**src/hae_pkg.sv**
```systemverilog
// constants, register map and state types of the heater alarm evaluator
// assumes one 100 MHz clock and a measurement tick from the sampler
//
// Operation
// - deterioration alarm when reference change rate exceeds its threshold
// - separate warning (3%) and critical (5%) thresholds per channel
// - deterioration judged only while stabilized, skipped while waiting
// - deterioration not judged before the reference value is registered
// - alarms latch until latch-cancel command or power-on reset
// - warning threshold gives warning level, critical gives critical level
// - last-change-rate alarm at warning level above threshold, default 25%
// - older comparison sample must have been taken while stabilized
// - every sample from older to current must be computed successfully
// - current sample must be stabilized or waiting for stabilization
// - last-change-rate judged only when all three conditions hold
// - last change rate readable only through the register port
// - latency to last-change-rate alarm is about depth times tick period
// - burnout from voltage and current, reported at critical level
// - burnout not judged during voltage or current out-of-range error
// - burnout when voltage at least 40% and current at most 1%
package hae_pkg;

  localparam int DATA_W = 32;
  localparam int ADDR_W = 8;
  localparam int VAL_W = 16;
  localparam int ALM_W = 4;

  // global registers (byte addresses)
  localparam logic [7:0] OFS_CTRL = 8'h00;
  localparam logic [7:0] OFS_ALARM = 8'h04;
  localparam logic [7:0] OFS_IRQ_STAT = 8'h08;
  localparam logic [7:0] OFS_IRQ_MASK = 8'h0C;
  localparam logic [7:0] OFS_LEVEL = 8'h10;
  // per-channel block: base + channel * stride + field * 4
  localparam logic [7:0] OFS_CH_BASE = 8'h40;
  localparam int CH_STRIDE_SH = 5;
  localparam logic [2:0] FLD_DET_WARN = 3'h0;
  localparam logic [2:0] FLD_DET_CRIT = 3'h1;
  localparam logic [2:0] FLD_LAST_TH = 3'h2;
  localparam logic [2:0] FLD_BURN_VOLT = 3'h3;
  localparam logic [2:0] FLD_BURN_CURR = 3'h4;
  localparam logic [2:0] FLD_LAST_RATE = 3'h5;

  // control and alarm field positions
  localparam int CTRL_CANCEL_BIT = 0;
  localparam int ALM_DET_WARN = 0;
  localparam int ALM_DET_CRIT = 1;
  localparam int ALM_LAST = 2;
  localparam int ALM_BURN = 3;
  localparam int LVL_WARN_BIT = 0;
  localparam int LVL_CRIT_BIT = 1;

  // thresholds in units of 0.1 percent
  localparam logic [15:0] RST_DET_WARN = 16'h001E; // 3.0 %
  localparam logic [15:0] RST_DET_CRIT = 16'h0032; // 5.0 %
  localparam logic [15:0] RST_LAST_TH = 16'h00FA; // 25.0 %
  localparam logic [15:0] RST_BURN_VOLT = 16'h0190; // 40.0 %
  localparam logic [15:0] RST_BURN_CURR = 16'h000A; // 1.0 %
  localparam int RATE_SCALE = 1000; // 100 % = 1000 counts
  localparam logic [15:0] RATE_SAT = 16'hFFFF;

  // divider geometry: 16-bit difference times 1000 fits 26 bits
  localparam int NUM_W = 26;

  typedef enum logic [1:0] {
    HAE_IDLE,
    HAE_LOAD,
    HAE_DIV,
    HAE_DONE
  } hae_state_e;

endpackage

```
**src/hae_alarm_eval.sv**
```systemverilog
// heater alarm evaluator: deterioration, last-change-rate and burnout
// alarms per channel, latched, with register port and one interrupt
// assumes all inputs synchronous to clk and meas_tick one cycle per period
`timescale 1ns/100ps
`default_nettype none
module hae_alarm_eval #(
  parameter int N = 4,
  parameter int MA = 8
) (
  input wire logic clk,
  input wire logic sys_rst,
  input wire logic meas_tick,
  input wire logic [N-1:0][hae_pkg::VAL_W-1:0] ref_rate,
  input wire logic [N-1:0][hae_pkg::VAL_W-1:0] resistance,
  input wire logic [N-1:0][hae_pkg::VAL_W-1:0] volt_pct,
  input wire logic [N-1:0][hae_pkg::VAL_W-1:0] curr_pct,
  input wire logic [N-1:0] stabilized_indicator,
  input wire logic [N-1:0] stabilized_indicator_waiting,
  input wire logic [N-1:0] ref_registered,
  input wire logic [N-1:0] sample_ok,
  input wire logic [N-1:0] volt_oor,
  input wire logic [N-1:0] curr_oor,
  input wire logic [hae_pkg::ADDR_W-1:0] addr,
  input wire logic [hae_pkg::DATA_W-1:0] wdata,
  input wire logic wr,
  input wire logic rd,
  output logic [hae_pkg::DATA_W-1:0] rdata,
  output logic irq,
  output logic alarm_warn,
  output logic alarm_crit
);
  import hae_pkg::*;

  localparam int CH_W = (N > 1) ? $clog2(N) : 1;
  localparam int CNT_W = $clog2(MA + 1);
  localparam logic [CNT_W-1:0] OK_FULL = CNT_W'(MA);

  typedef struct packed {
    hae_state_e st;
    logic [CH_W-1:0] ch;
    logic [4:0] bit_cnt;
    logic [NUM_W-1:0] num;
    logic [VAL_W:0] rem;
    logic [VAL_W-1:0] dvs;
    logic [N-1:0][VAL_W-1:0] cur;
    logic [N-1:0][VAL_W-1:0] old;
    logic [N-1:0] pend;
    logic [N-1:0][MA-1:0][VAL_W-1:0] hist_res;
    logic [N-1:0][MA-1:0] hist_stabilized_indicator;
    logic [N-1:0][CNT_W-1:0] ok_run;
    logic [N-1:0][VAL_W-1:0] th_warn;
    logic [N-1:0][VAL_W-1:0] th_crit;
    logic [N-1:0][VAL_W-1:0] th_last;
    logic [N-1:0][VAL_W-1:0] th_volt;
    logic [N-1:0][VAL_W-1:0] th_curr;
    logic [N-1:0][VAL_W-1:0] rate;
    logic [N-1:0][ALM_W-1:0] alarm;
    logic [ALM_W*N-1:0] irq_stat;
    logic [ALM_W*N-1:0] irq_mask;
    logic [DATA_W-1:0] rdata;
    logic irq;
    logic lvl_warn;
    logic lvl_crit;
  } hae_reg_s;

  hae_reg_s q;
  hae_reg_s next_q;

  assign rdata = q.rdata;
  assign irq = q.irq;
  assign alarm_warn = q.lvl_warn;
  assign alarm_crit = q.lvl_crit;

  // all next-state logic; tick, divider walk and register port merge here
  always_comb begin
    logic [N-1:0][ALM_W-1:0] set;
    logic [N-1:0][ALM_W-1:0] all_alm;
    logic [ALM_W*N-1:0] flat_set;
    logic [ALM_W*N-1:0] flat_old;
    logic cancel;
    logic tick_go;
    logic in_ch;
    logic [7:0] ch_ofs;
    logic [2:0] fld;
    logic [CH_W-1:0] chi;
    logic [VAL_W:0] r;
    logic [NUM_W-1:0] n;
    logic [VAL_W-1:0] quo;
    logic [DATA_W-1:0] rd_val;
    logic last_ch;
    next_q = q;
    set = '0;
    all_alm = '0;
    flat_set = '0;
    flat_old = '0;
    cancel = 1'b0;
    tick_go = meas_tick && (q.st == HAE_IDLE);
    ch_ofs = addr - OFS_CH_BASE;
    fld = ch_ofs[4:2];
    chi = CH_W'(ch_ofs >> CH_STRIDE_SH);
    in_ch = (addr >= OFS_CH_BASE) && (addr[1:0] == 2'b00) &&
            (32'(ch_ofs >> CH_STRIDE_SH) < N) && (fld <= FLD_LAST_RATE);
    r = '0;
    n = '0;
    quo = '0;
    rd_val = '0;
    last_ch = (32'(q.ch) == N - 1);

    // one evaluation pass per measurement tick, ticks while busy are dropped
    if (tick_go) begin
      for (int c = 0; c < N; c++) begin
        // deterioration only when stabilized and reference registered
        if (stabilized_indicator[c] && ref_registered[c]) begin
          if (ref_rate[c] > q.th_warn[c]) set[c][ALM_DET_WARN] = 1'b1;
          if (ref_rate[c] > q.th_crit[c]) set[c][ALM_DET_CRIT] = 1'b1;
        end
        // burnout suppressed on either out-of-range error
        if (!volt_oor[c] && !curr_oor[c] &&
            volt_pct[c] >= q.th_volt[c] &&
            curr_pct[c] <= q.th_curr[c]) begin
          set[c][ALM_BURN] = 1'b1;
        end
        // all three sample-validity conditions gate the rate division
        next_q.pend[c] = q.hist_stabilized_indicator[c][MA-1] &&
                         sample_ok[c] && q.ok_run[c] >= OK_FULL &&
                         (stabilized_indicator[c] || stabilized_indicator_waiting[c]) &&
                         q.hist_res[c][MA-1] != '0;
        next_q.cur[c] = resistance[c];
        next_q.old[c] = q.hist_res[c][MA-1];
        // older sample is MA ticks back, hence the alarm latency
        next_q.hist_res[c] = {q.hist_res[c][MA-2:0], resistance[c]};
        next_q.hist_stabilized_indicator[c] = {q.hist_stabilized_indicator[c][MA-2:0],
                               stabilized_indicator[c] && sample_ok[c]};
        if (!sample_ok[c]) next_q.ok_run[c] = '0;
        else if (q.ok_run[c] != OK_FULL) next_q.ok_run[c] = q.ok_run[c] + 1'b1;
      end
      next_q.ch = '0;
      next_q.st = HAE_LOAD;
    end

    // serial divider shared by all channels to keep area small
    case (q.st)
      HAE_IDLE: begin
      end
      HAE_LOAD: begin
        if (q.pend[q.ch] && q.cur[q.ch] > q.old[q.ch]) begin
          next_q.num = NUM_W'(q.cur[q.ch] - q.old[q.ch]) * NUM_W'(RATE_SCALE);
          next_q.dvs = q.old[q.ch];
          next_q.rem = '0;
          next_q.bit_cnt = 5'(NUM_W - 1);
          next_q.st = HAE_DIV;
        end else begin
          if (q.pend[q.ch]) next_q.rate[q.ch] = '0; // no rise, no rate
          next_q.pend[q.ch] = 1'b0;
          next_q.ch = q.ch + 1'b1;
          if (last_ch) next_q.st = HAE_IDLE;
        end
      end
      HAE_DIV: begin
        r = {q.rem[VAL_W-1:0], q.num[NUM_W-1]};
        n = {q.num[NUM_W-2:0], 1'b0};
        if (r >= {1'b0, q.dvs}) begin
          r = r - {1'b0, q.dvs};
          n[0] = 1'b1;
        end
        next_q.rem = r;
        next_q.num = n;
        next_q.bit_cnt = q.bit_cnt - 1'b1;
        if (q.bit_cnt == 5'h00) next_q.st = HAE_DONE;
      end
      HAE_DONE: begin
        quo = (q.num[NUM_W-1:VAL_W] != '0) ? RATE_SAT : q.num[VAL_W-1:0];
        next_q.rate[q.ch] = quo;
        if (quo > q.th_last[q.ch]) set[q.ch][ALM_LAST] = 1'b1;
        next_q.pend[q.ch] = 1'b0;
        next_q.ch = q.ch + 1'b1;
        next_q.st = last_ch ? HAE_IDLE : HAE_LOAD;
      end
      default: next_q.st = HAE_IDLE;
    endcase

    // register writes
    if (wr) begin
      if (addr == OFS_CTRL) cancel = wdata[CTRL_CANCEL_BIT];
      if (addr == OFS_IRQ_MASK) next_q.irq_mask = wdata[ALM_W*N-1:0];
      if (in_ch) begin
        case (fld)
          FLD_DET_WARN: next_q.th_warn[chi] = wdata[VAL_W-1:0];
          FLD_DET_CRIT: next_q.th_crit[chi] = wdata[VAL_W-1:0];
          FLD_LAST_TH: next_q.th_last[chi] = wdata[VAL_W-1:0];
          FLD_BURN_VOLT: next_q.th_volt[chi] = wdata[VAL_W-1:0];
          FLD_BURN_CURR: next_q.th_curr[chi] = wdata[VAL_W-1:0];
          default: begin
          end
        endcase
      end
    end

    // latch: cancel clears, a set in the same cycle still wins
    for (int c = 0; c < N; c++) begin
      all_alm[c] = (q.alarm[c] & {ALM_W{~cancel}}) | set[c];
      flat_set[c*ALM_W +: ALM_W] = set[c] & ~q.alarm[c];
      flat_old[c*ALM_W +: ALM_W] = all_alm[c];
    end
    next_q.alarm = all_alm;

    // register reads, data valid in the following cycle only
    if (rd) begin
      if (addr == OFS_CTRL) rd_val = DATA_W'(q.st != HAE_IDLE);
      else if (addr == OFS_ALARM) rd_val = DATA_W'(q.alarm);
      else if (addr == OFS_IRQ_STAT) rd_val = DATA_W'(q.irq_stat);
      else if (addr == OFS_IRQ_MASK) rd_val = DATA_W'(q.irq_mask);
      else if (addr == OFS_LEVEL) rd_val = DATA_W'({q.lvl_crit, q.lvl_warn});
      else if (in_ch) begin
        case (fld)
          FLD_DET_WARN: rd_val = DATA_W'(q.th_warn[chi]);
          FLD_DET_CRIT: rd_val = DATA_W'(q.th_crit[chi]);
          FLD_LAST_TH: rd_val = DATA_W'(q.th_last[chi]);
          FLD_BURN_VOLT: rd_val = DATA_W'(q.th_volt[chi]);
          FLD_BURN_CURR: rd_val = DATA_W'(q.th_curr[chi]);
          FLD_LAST_RATE: rd_val = DATA_W'(q.rate[chi]);
          default: rd_val = '0;
        endcase
      end
    end
    next_q.rdata = rd_val;

    // sticky events, read clears, new event wins over the clear
    next_q.irq_stat = q.irq_stat | flat_set;
    if (rd && addr == OFS_IRQ_STAT) next_q.irq_stat = flat_set;
    next_q.irq = |(next_q.irq_stat & next_q.irq_mask);

    // output levels summarise latched alarms by severity
    next_q.lvl_warn = 1'b0;
    next_q.lvl_crit = 1'b0;
    for (int c = 0; c < N; c++) begin
      if (flat_old[c*ALM_W + ALM_DET_WARN] || flat_old[c*ALM_W + ALM_LAST])
        next_q.lvl_warn = 1'b1;
      if (flat_old[c*ALM_W + ALM_DET_CRIT] || flat_old[c*ALM_W + ALM_BURN])
        next_q.lvl_crit = 1'b1;
    end
  end

  // single state register; reset is the power-on clear of all latches
  always_ff @(posedge clk or posedge sys_rst) begin
    if (sys_rst) begin
      q <= '0;
      q.th_warn <= {N{RST_DET_WARN}};
      q.th_crit <= {N{RST_DET_CRIT}};
      q.th_last <= {N{RST_LAST_TH}};
      q.th_volt <= {N{RST_BURN_VOLT}};
      q.th_curr <= {N{RST_BURN_CURR}};
    end else begin
      q <= next_q;
    end
  end

  // checks on channel 0 stand for all channels, the loop is uniform
  wire tick_idle = meas_tick && (q.st == HAE_IDLE);
  wire cancel_wr = wr && addr == OFS_CTRL && wdata[CTRL_CANCEL_BIT];
  // walk bound: every channel may need load, full division and done
  localparam int WALK_MAX = N * (NUM_W + 2) + 4;
  localparam logic [ADDR_W-1:0] RATE0_ADR =
    OFS_CH_BASE | {3'h0, FLD_LAST_RATE, 2'b00};

  a_latch_holds: assert property (@(posedge clk) disable iff (sys_rst)
    !cancel_wr |=> (($past(q.alarm) & ~q.alarm) == '0))
    else $error("alarm dropped without cancel");

  a_cancel_clears: assert property (@(posedge clk) disable iff (sys_rst)
    (cancel_wr && !tick_idle && q.st != HAE_DONE) |=> q.alarm == '0)
    else $error("cancel did not clear alarms");

  a_det_warn_set: assert property (@(posedge clk) disable iff (sys_rst)
    (tick_idle && stabilized_indicator[0] && ref_registered[0] &&
     ref_rate[0] > q.th_warn[0]) |=> q.alarm[0][ALM_DET_WARN] ##1 alarm_warn)
    else $error("warning deterioration not raised");

  a_det_crit_set: assert property (@(posedge clk) disable iff (sys_rst)
    (tick_idle && stabilized_indicator[0] && ref_registered[0] &&
     ref_rate[0] > q.th_crit[0]) |=> q.alarm[0][ALM_DET_CRIT] ##1 alarm_crit)
    else $error("critical deterioration not raised");

  a_det_wait_skip: assert property (@(posedge clk) disable iff (sys_rst)
    (tick_idle && !stabilized_indicator[0] &&
     !q.alarm[0][ALM_DET_WARN]) |=> !q.alarm[0][ALM_DET_WARN])
    else $error("deterioration judged while waiting");

  a_det_unreg_skip: assert property (@(posedge clk) disable iff (sys_rst)
    (tick_idle && !ref_registered[0] &&
     !q.alarm[0][ALM_DET_CRIT]) |=> !q.alarm[0][ALM_DET_CRIT])
    else $error("deterioration judged without reference");

  a_burn_oor_skip: assert property (@(posedge clk) disable iff (sys_rst)
    (tick_idle && (volt_oor[0] || curr_oor[0]) &&
     !q.alarm[0][ALM_BURN]) |=> !q.alarm[0][ALM_BURN])
    else $error("burnout judged during range error");

  a_burn_set: assert property (@(posedge clk) disable iff (sys_rst)
    (tick_idle && !volt_oor[0] && !curr_oor[0] &&
     volt_pct[0] >= q.th_volt[0] && curr_pct[0] <= q.th_curr[0])
    |=> q.alarm[0][ALM_BURN] ##1 alarm_crit)
    else $error("burnout not raised");

  a_last_invalid: assert property (@(posedge clk) disable iff (sys_rst)
    (tick_idle && !(stabilized_indicator[0] || stabilized_indicator_waiting[0]))
    |=> !q.pend[0])
    else $error("last rate judged on invalid sample");

  a_div_bound: assert property (@(posedge clk) disable iff (sys_rst)
    (q.st == HAE_DIV && $past(q.st) == HAE_LOAD)
    |-> ##[25:26] q.st == HAE_DONE)
    else $error("division overran");

  a_walk_ends: assert property (@(posedge clk) disable iff (sys_rst)
    tick_idle |-> ##[1:WALK_MAX] q.st == HAE_IDLE)
    else $error("evaluation walk overran");

  a_old_unstab: assert property (@(posedge clk) disable iff (sys_rst)
    (tick_idle && !q.hist_stabilized_indicator[0][MA-1]) |=> !q.pend[0])
    else $error("last rate judged on unstable old sample");

  a_gap_unok: assert property (@(posedge clk) disable iff (sys_rst)
    (tick_idle && (!sample_ok[0] || q.ok_run[0] != OK_FULL))
    |=> !q.pend[0])
    else $error("last rate judged across a failed sample");

  a_rate_alarm: assert property (@(posedge clk) disable iff (sys_rst)
    (q.st == HAE_DONE && q.ch == '0 && q.num[NUM_W-1:VAL_W] == '0 &&
     q.num[VAL_W-1:0] > q.th_last[0]) |=> q.alarm[0][ALM_LAST])
    else $error("last rate alarm not raised");

  a_rate_no_rise: assert property (@(posedge clk) disable iff (sys_rst)
    (q.st == HAE_LOAD && q.ch == '0 && q.pend[0] &&
     q.cur[0] <= q.old[0]) |=> q.rate[0] == '0)
    else $error("rate kept without a rise");

  a_rate_readout: assert property (@(posedge clk) disable iff (sys_rst)
    (rd && addr == RATE0_ADR) |=> rdata[VAL_W-1:0] == $past(q.rate[0]))
    else $error("last rate not readable on the port");

  a_rdata_idle: assert property (@(posedge clk) disable iff (sys_rst)
    !rd |=> rdata == '0)
    else $error("read data stood without a read");

  a_warn_level: assert property (@(posedge clk) disable iff (sys_rst)
    (q.alarm[0][ALM_DET_WARN] || q.alarm[0][ALM_LAST]) |-> alarm_warn)
    else $error("warning level missing");

  a_crit_level: assert property (@(posedge clk) disable iff (sys_rst)
    (q.alarm[0][ALM_DET_CRIT] || q.alarm[0][ALM_BURN]) |-> alarm_crit)
    else $error("critical level missing");

  a_cancel_levels: assert property (@(posedge clk) disable iff (sys_rst)
    (cancel_wr && !tick_idle && q.st != HAE_DONE)
    |=> !alarm_warn && !alarm_crit)
    else $error("levels stood after cancel");

  a_burn_curr_high: assert property (@(posedge clk) disable iff (sys_rst)
    (tick_idle && curr_pct[0] > q.th_curr[0] &&
     !q.alarm[0][ALM_BURN]) |=> !q.alarm[0][ALM_BURN])
    else $error("burnout raised with current flowing");

  c_det_warn: cover property (@(posedge clk) disable iff (sys_rst)
    !q.alarm[0][ALM_DET_WARN] ##1 q.alarm[0][ALM_DET_WARN]);
  c_last_rate: cover property (@(posedge clk) disable iff (sys_rst)
    !q.alarm[0][ALM_LAST] ##1 q.alarm[0][ALM_LAST]);
  c_burnout: cover property (@(posedge clk) disable iff (sys_rst)
    !q.alarm[0][ALM_BURN] ##1 q.alarm[0][ALM_BURN]);
  c_cancel: cover property (@(posedge clk) disable iff (sys_rst)
    (q.alarm != '0) ##1 (q.alarm == '0));
  c_walk_div: cover property (@(posedge clk) disable iff (sys_rst)
    q.st == HAE_LOAD ##1 q.st == HAE_DIV);

endmodule
`default_nettype wire

```
**config.mk**
```make
export PLATFORM = sky130hd
export DESIGN_NAME = hae_alarm_eval
export DESIGN_NICKNAME = d
export VERILOG_FILES = /design/src/hae_pkg.sv /design/src/hae_alarm_eval.sv
export SDC_FILE = /design/constraint.sdc
export NUM_CORES = 2
export LEC_CHECK = 0
export ABC_AREA = 1
export BUFFER_PORTS_ARGS = -buffer_cell sky130_fd_sc_hd__buf_4
export CORE_MARGIN = 2
export CORE_UTILIZATION = 34
export CTS_CLUSTER_SIZE = 28
export DETAILED_ROUTE_END_ITERATION = 8
export PLACE_DENSITY_LB_ADDON = 0.12
export SLEW_MARGIN = 5
export SYNTH_ARGS = -nofsm -noshare
export SYNTH_HDL_FRONTEND = slang
export SYNTH_SLANG_ARGS = --single-unit
```
**constraint.sdc**
```tcl
create_clock -name clk -period 34.6 [get_ports clk]
set_clock_uncertainty 0.05 [all_clocks]
set_input_delay 1.73 -clock clk [delete_from_list [all_inputs] [get_ports clk]]
set_output_delay 1.73 -clock clk [all_outputs]
set_load 0.03 [all_outputs]
```
==> metrics.csv <==
stage,metric,value,unit
run_status,outcome,completed,
routing,Initial DRC Count,4476,
timing,Worst-Margin Slew,1.207,ns
timing,Final Cycle Share,25.56,%
critical_path,Worst R2R End,q[1216],
yosys,Syn Area/Cell,8.101,um2
global_route,total track usage,21.00,%
floorplan,Die X,423.9,um
placement,Cells after DPL,9756,
cells_and_area,fin util,39.17,%
yosys,"Seq/Total Area, Yosys",47.99,%
placement,gp weighted congestion,0.9132,
critical_path,CP Launch Point,q[1223],
routing,drt wl/cell,18.78,um
critical_path,R2R cell count,32,
cts,Clock Latency Late Sink,0.79,ns
cts,PostCTS Resize Cnt,0,
critical_path,kind of start point of the critical path,register,
yosys,"flops & latches, synth",1146,
critical_path,worst path arrival time,9.52,ns
cts,clock sink count,1146,
placement,I/O Buffers,327,
yosys,top-count cell post-synth,nand2_1,
critical_path,R2R setup slack,25.76,ns
yosys,Ys Warns,0,
yosys,"Async S/R FF share, synth",100.0,%
cells_and_area,register area,28770,um2
hold_path,hold path startpoint,q[553],
cts,setup repair bufs after CTS,0,
timing,final number of max-transition violations,0,
timing,setup TNS,0,ns
yosys,post-synth top area share,44.83,%
placement,dpl hpwl,132100,um
timing,Worst Hold Slack,0.4112,ns
routing,Total Routed Length,188100,um
yosys,"area leader, netlist",dfrtp_1,
global_route,vias in the first global route,47297,
global_route,Congestion Overflow GR,0,
routing,drt pass-1 iters,8,
cts,Clock Pin Slew Worst Setup and Hold Paths,0.06,ns
yosys,Synth Flop Type,dfrtp_1,
critical_path,"Max FO, Critical Path",47,
yosys,"EDFF count, synth",0,
cells_and_area,layout cell share with drive strength beyond 1,10.04,%
hold_path,worst hold-check path type,reg -> reg,
critical_path,crit end category,register,
critical_path,Crit path required time,35.28,ns
timing,unrepaired setup endpoints after global routing,no,
yosys,Synth Cell Area,59940,um2
timing,Fin. Hold Viols,0,
critical_path,critical path type,reg -> reg,
cts,clock root cell,clkbuf_16,
floorplan,Die Y,423.9,um
job,MaxCap Viol Count,0,
cells_and_area,Syn-to-layout area delta,14.83,%
routing,Final ANT Viol Nets,0,
cts,hold_buf cts,0,
cells_and_area,area of the multi-input gates,26540,um2
timing,f_max,113.1,MHz
yosys,Synth area leaders,"dfrtp_1 45%, nand2_1 17%, ha_1 7.6%",
global_route,largest net degree at the start of global routing,226,
timing,fin crit period,8.843,ns
floorplan,I/O Pins,360,
floorplan,# rows,154,
floorplan,die footprint,179700,um2
timing,Slew headroom,19.30,%
floorplan,Initial Util,34.11,%
yosys,XOR/XNOR share of the synthesized area,0.7264,%
timing,final setup fails,0,
critical_path,slowest cell on the critical path,dfrtp_4,
routing,via count,48426,
yosys,Synth Area in Adders,9.434,%
cells_and_area,final non-filler cell total,10012,
cells_and_area,net count reported at finish,8300,
yosys,mux share of post-synthesis cell area,0,%
routing,DR DRC count,0,
cts,CTS tree,done,
global_route,first-pass GRT wire length,290500,um
routing,Via density,4.837,
floorplan,core area,175700,um2
cells_and_area,Fillers,18270,
cts,number of H-tree levels,4,
critical_path,critical path endpoint,q[1216],
cts,Num CTS Buffers,138,
yosys,Synth Instances,7400,
yosys,Synth Area in Compound Gates,13.10,%
cts,clk buf depth,3,
yosys,synth cell count leaders,"2712 x nand2_1, 1074 x dfrtp_1, 775 x inv_1, 750 x o21ai_0, 364 x ha_1",
critical_path,CP peak stage delay,0.70,ns
yosys,Netlist cell types,53,
critical_path,FF-to-FF Start,q[1223],
yosys,main combinational cell family by area after synthesis,simple AND/OR/NAND/NOR gates,
global_route,initial antenna violation count,15,
yosys,simple-gate share of the synthesized area,20.86,%
[worst min path at each step]
stage                     endpoint  slack [ns]  cells after the start
after CTS                   q[628]        0.42                      2
after global routing       q[1006]        0.43                      2
after floorplan             q[490]        0.39                      2
after global placement      q[506]        0.40                      2
after detailed placement    q[514]        0.40                      2
final                       q[569]        0.41                      2
[layout make-up]
type	instances	area share, %
inverters	789	4.331
clock buffers	208	5.811
diodes	5	0.01818
repair buffers	394	4.351
multi-input cells	5087	38.56
flip-flops and latches	1146	41.80
well taps	2340	4.253
clock inverters	43	0.8779
[worst max-delay path, delay by kind of cell (launching register included)]
family | cells | cell delay (ns)
compound gates | 5 | 1.31
flops | 1 | 0.70
xor+xnor | 1 | 0.33
fa+ha+maj | 6 | 2.82
simple gates | 13 | 1.71
buf+inv | 7 | 1.78
[cells by family (layout without fill, tap and decap cells)]
| group | count (synthesis) | count (layout) |
|---|---|---|
| xor+xnor | 48 | 48 |
| compound gates | 1414 | 1414 |
| flops | 1146 | 1146 |
| buf+inv | 1182 | 1434 |
| simple gates | 3190 | 3190 |
| other cells | 1 | 21 |
| fa+ha+maj | 419 | 419 |
[stage by stage]
stage	area (um2)	setup WS, ns
after floorplan	60000	0.6637
final	68840	25.76
after CTS	68820	25.82
after global routing	68830	25.11
after detailed placement	64220	25.85
after global placement	64220	25.90
[registers in the layout, indices dropped and copies added, names as in the netlist]
signal,cells
alarm_crit,1
alarm_warn,1
irq,1
q,1127
rdata,16
[per-layer routing]
layer	part of all wire (%)	vias up	global-route usage, %
met5	0.013	-	0
met4	2.5	4	5.670
met3	4.3	239	2.835
met2	45	973	33.02
met1	48	23188	30.24
li1	-	24022	-
[cell usage in the layout (no fill, tap or decap), drive strengths merged, types with 10 or more instances in the layout]
cell type / Yosys / final
inv: 788 / 796
a21o: 18 / 18
fa: 55 / 55
dfrtp: 1074 / 1074
conb: 1 / 16
dfstp: 72 / 72
buf: 126 / 394
a31oi: 17 / 17
xnor2: 19 / 19
o22ai: 178 / 178
nor2: 239 / 239
a32o: 15 / 15
clkinv: 1 / 24
nand4: 58 / 58
bufinv: 0 / 10
clkbuf: 267 / 208
nand2: 2717 / 2717
xor2: 29 / 29
o211ai: 22 / 22
a22oi: 35 / 35
nand3: 130 / 130
nor3: 19 / 19
a21oi: 239 / 239
o21ai: 861 / 861
ha: 364 / 364
Power is left out: the tool's default activity adds up to more than one toggle a clock period on the data nets, which glitch-free logic cannot reach.
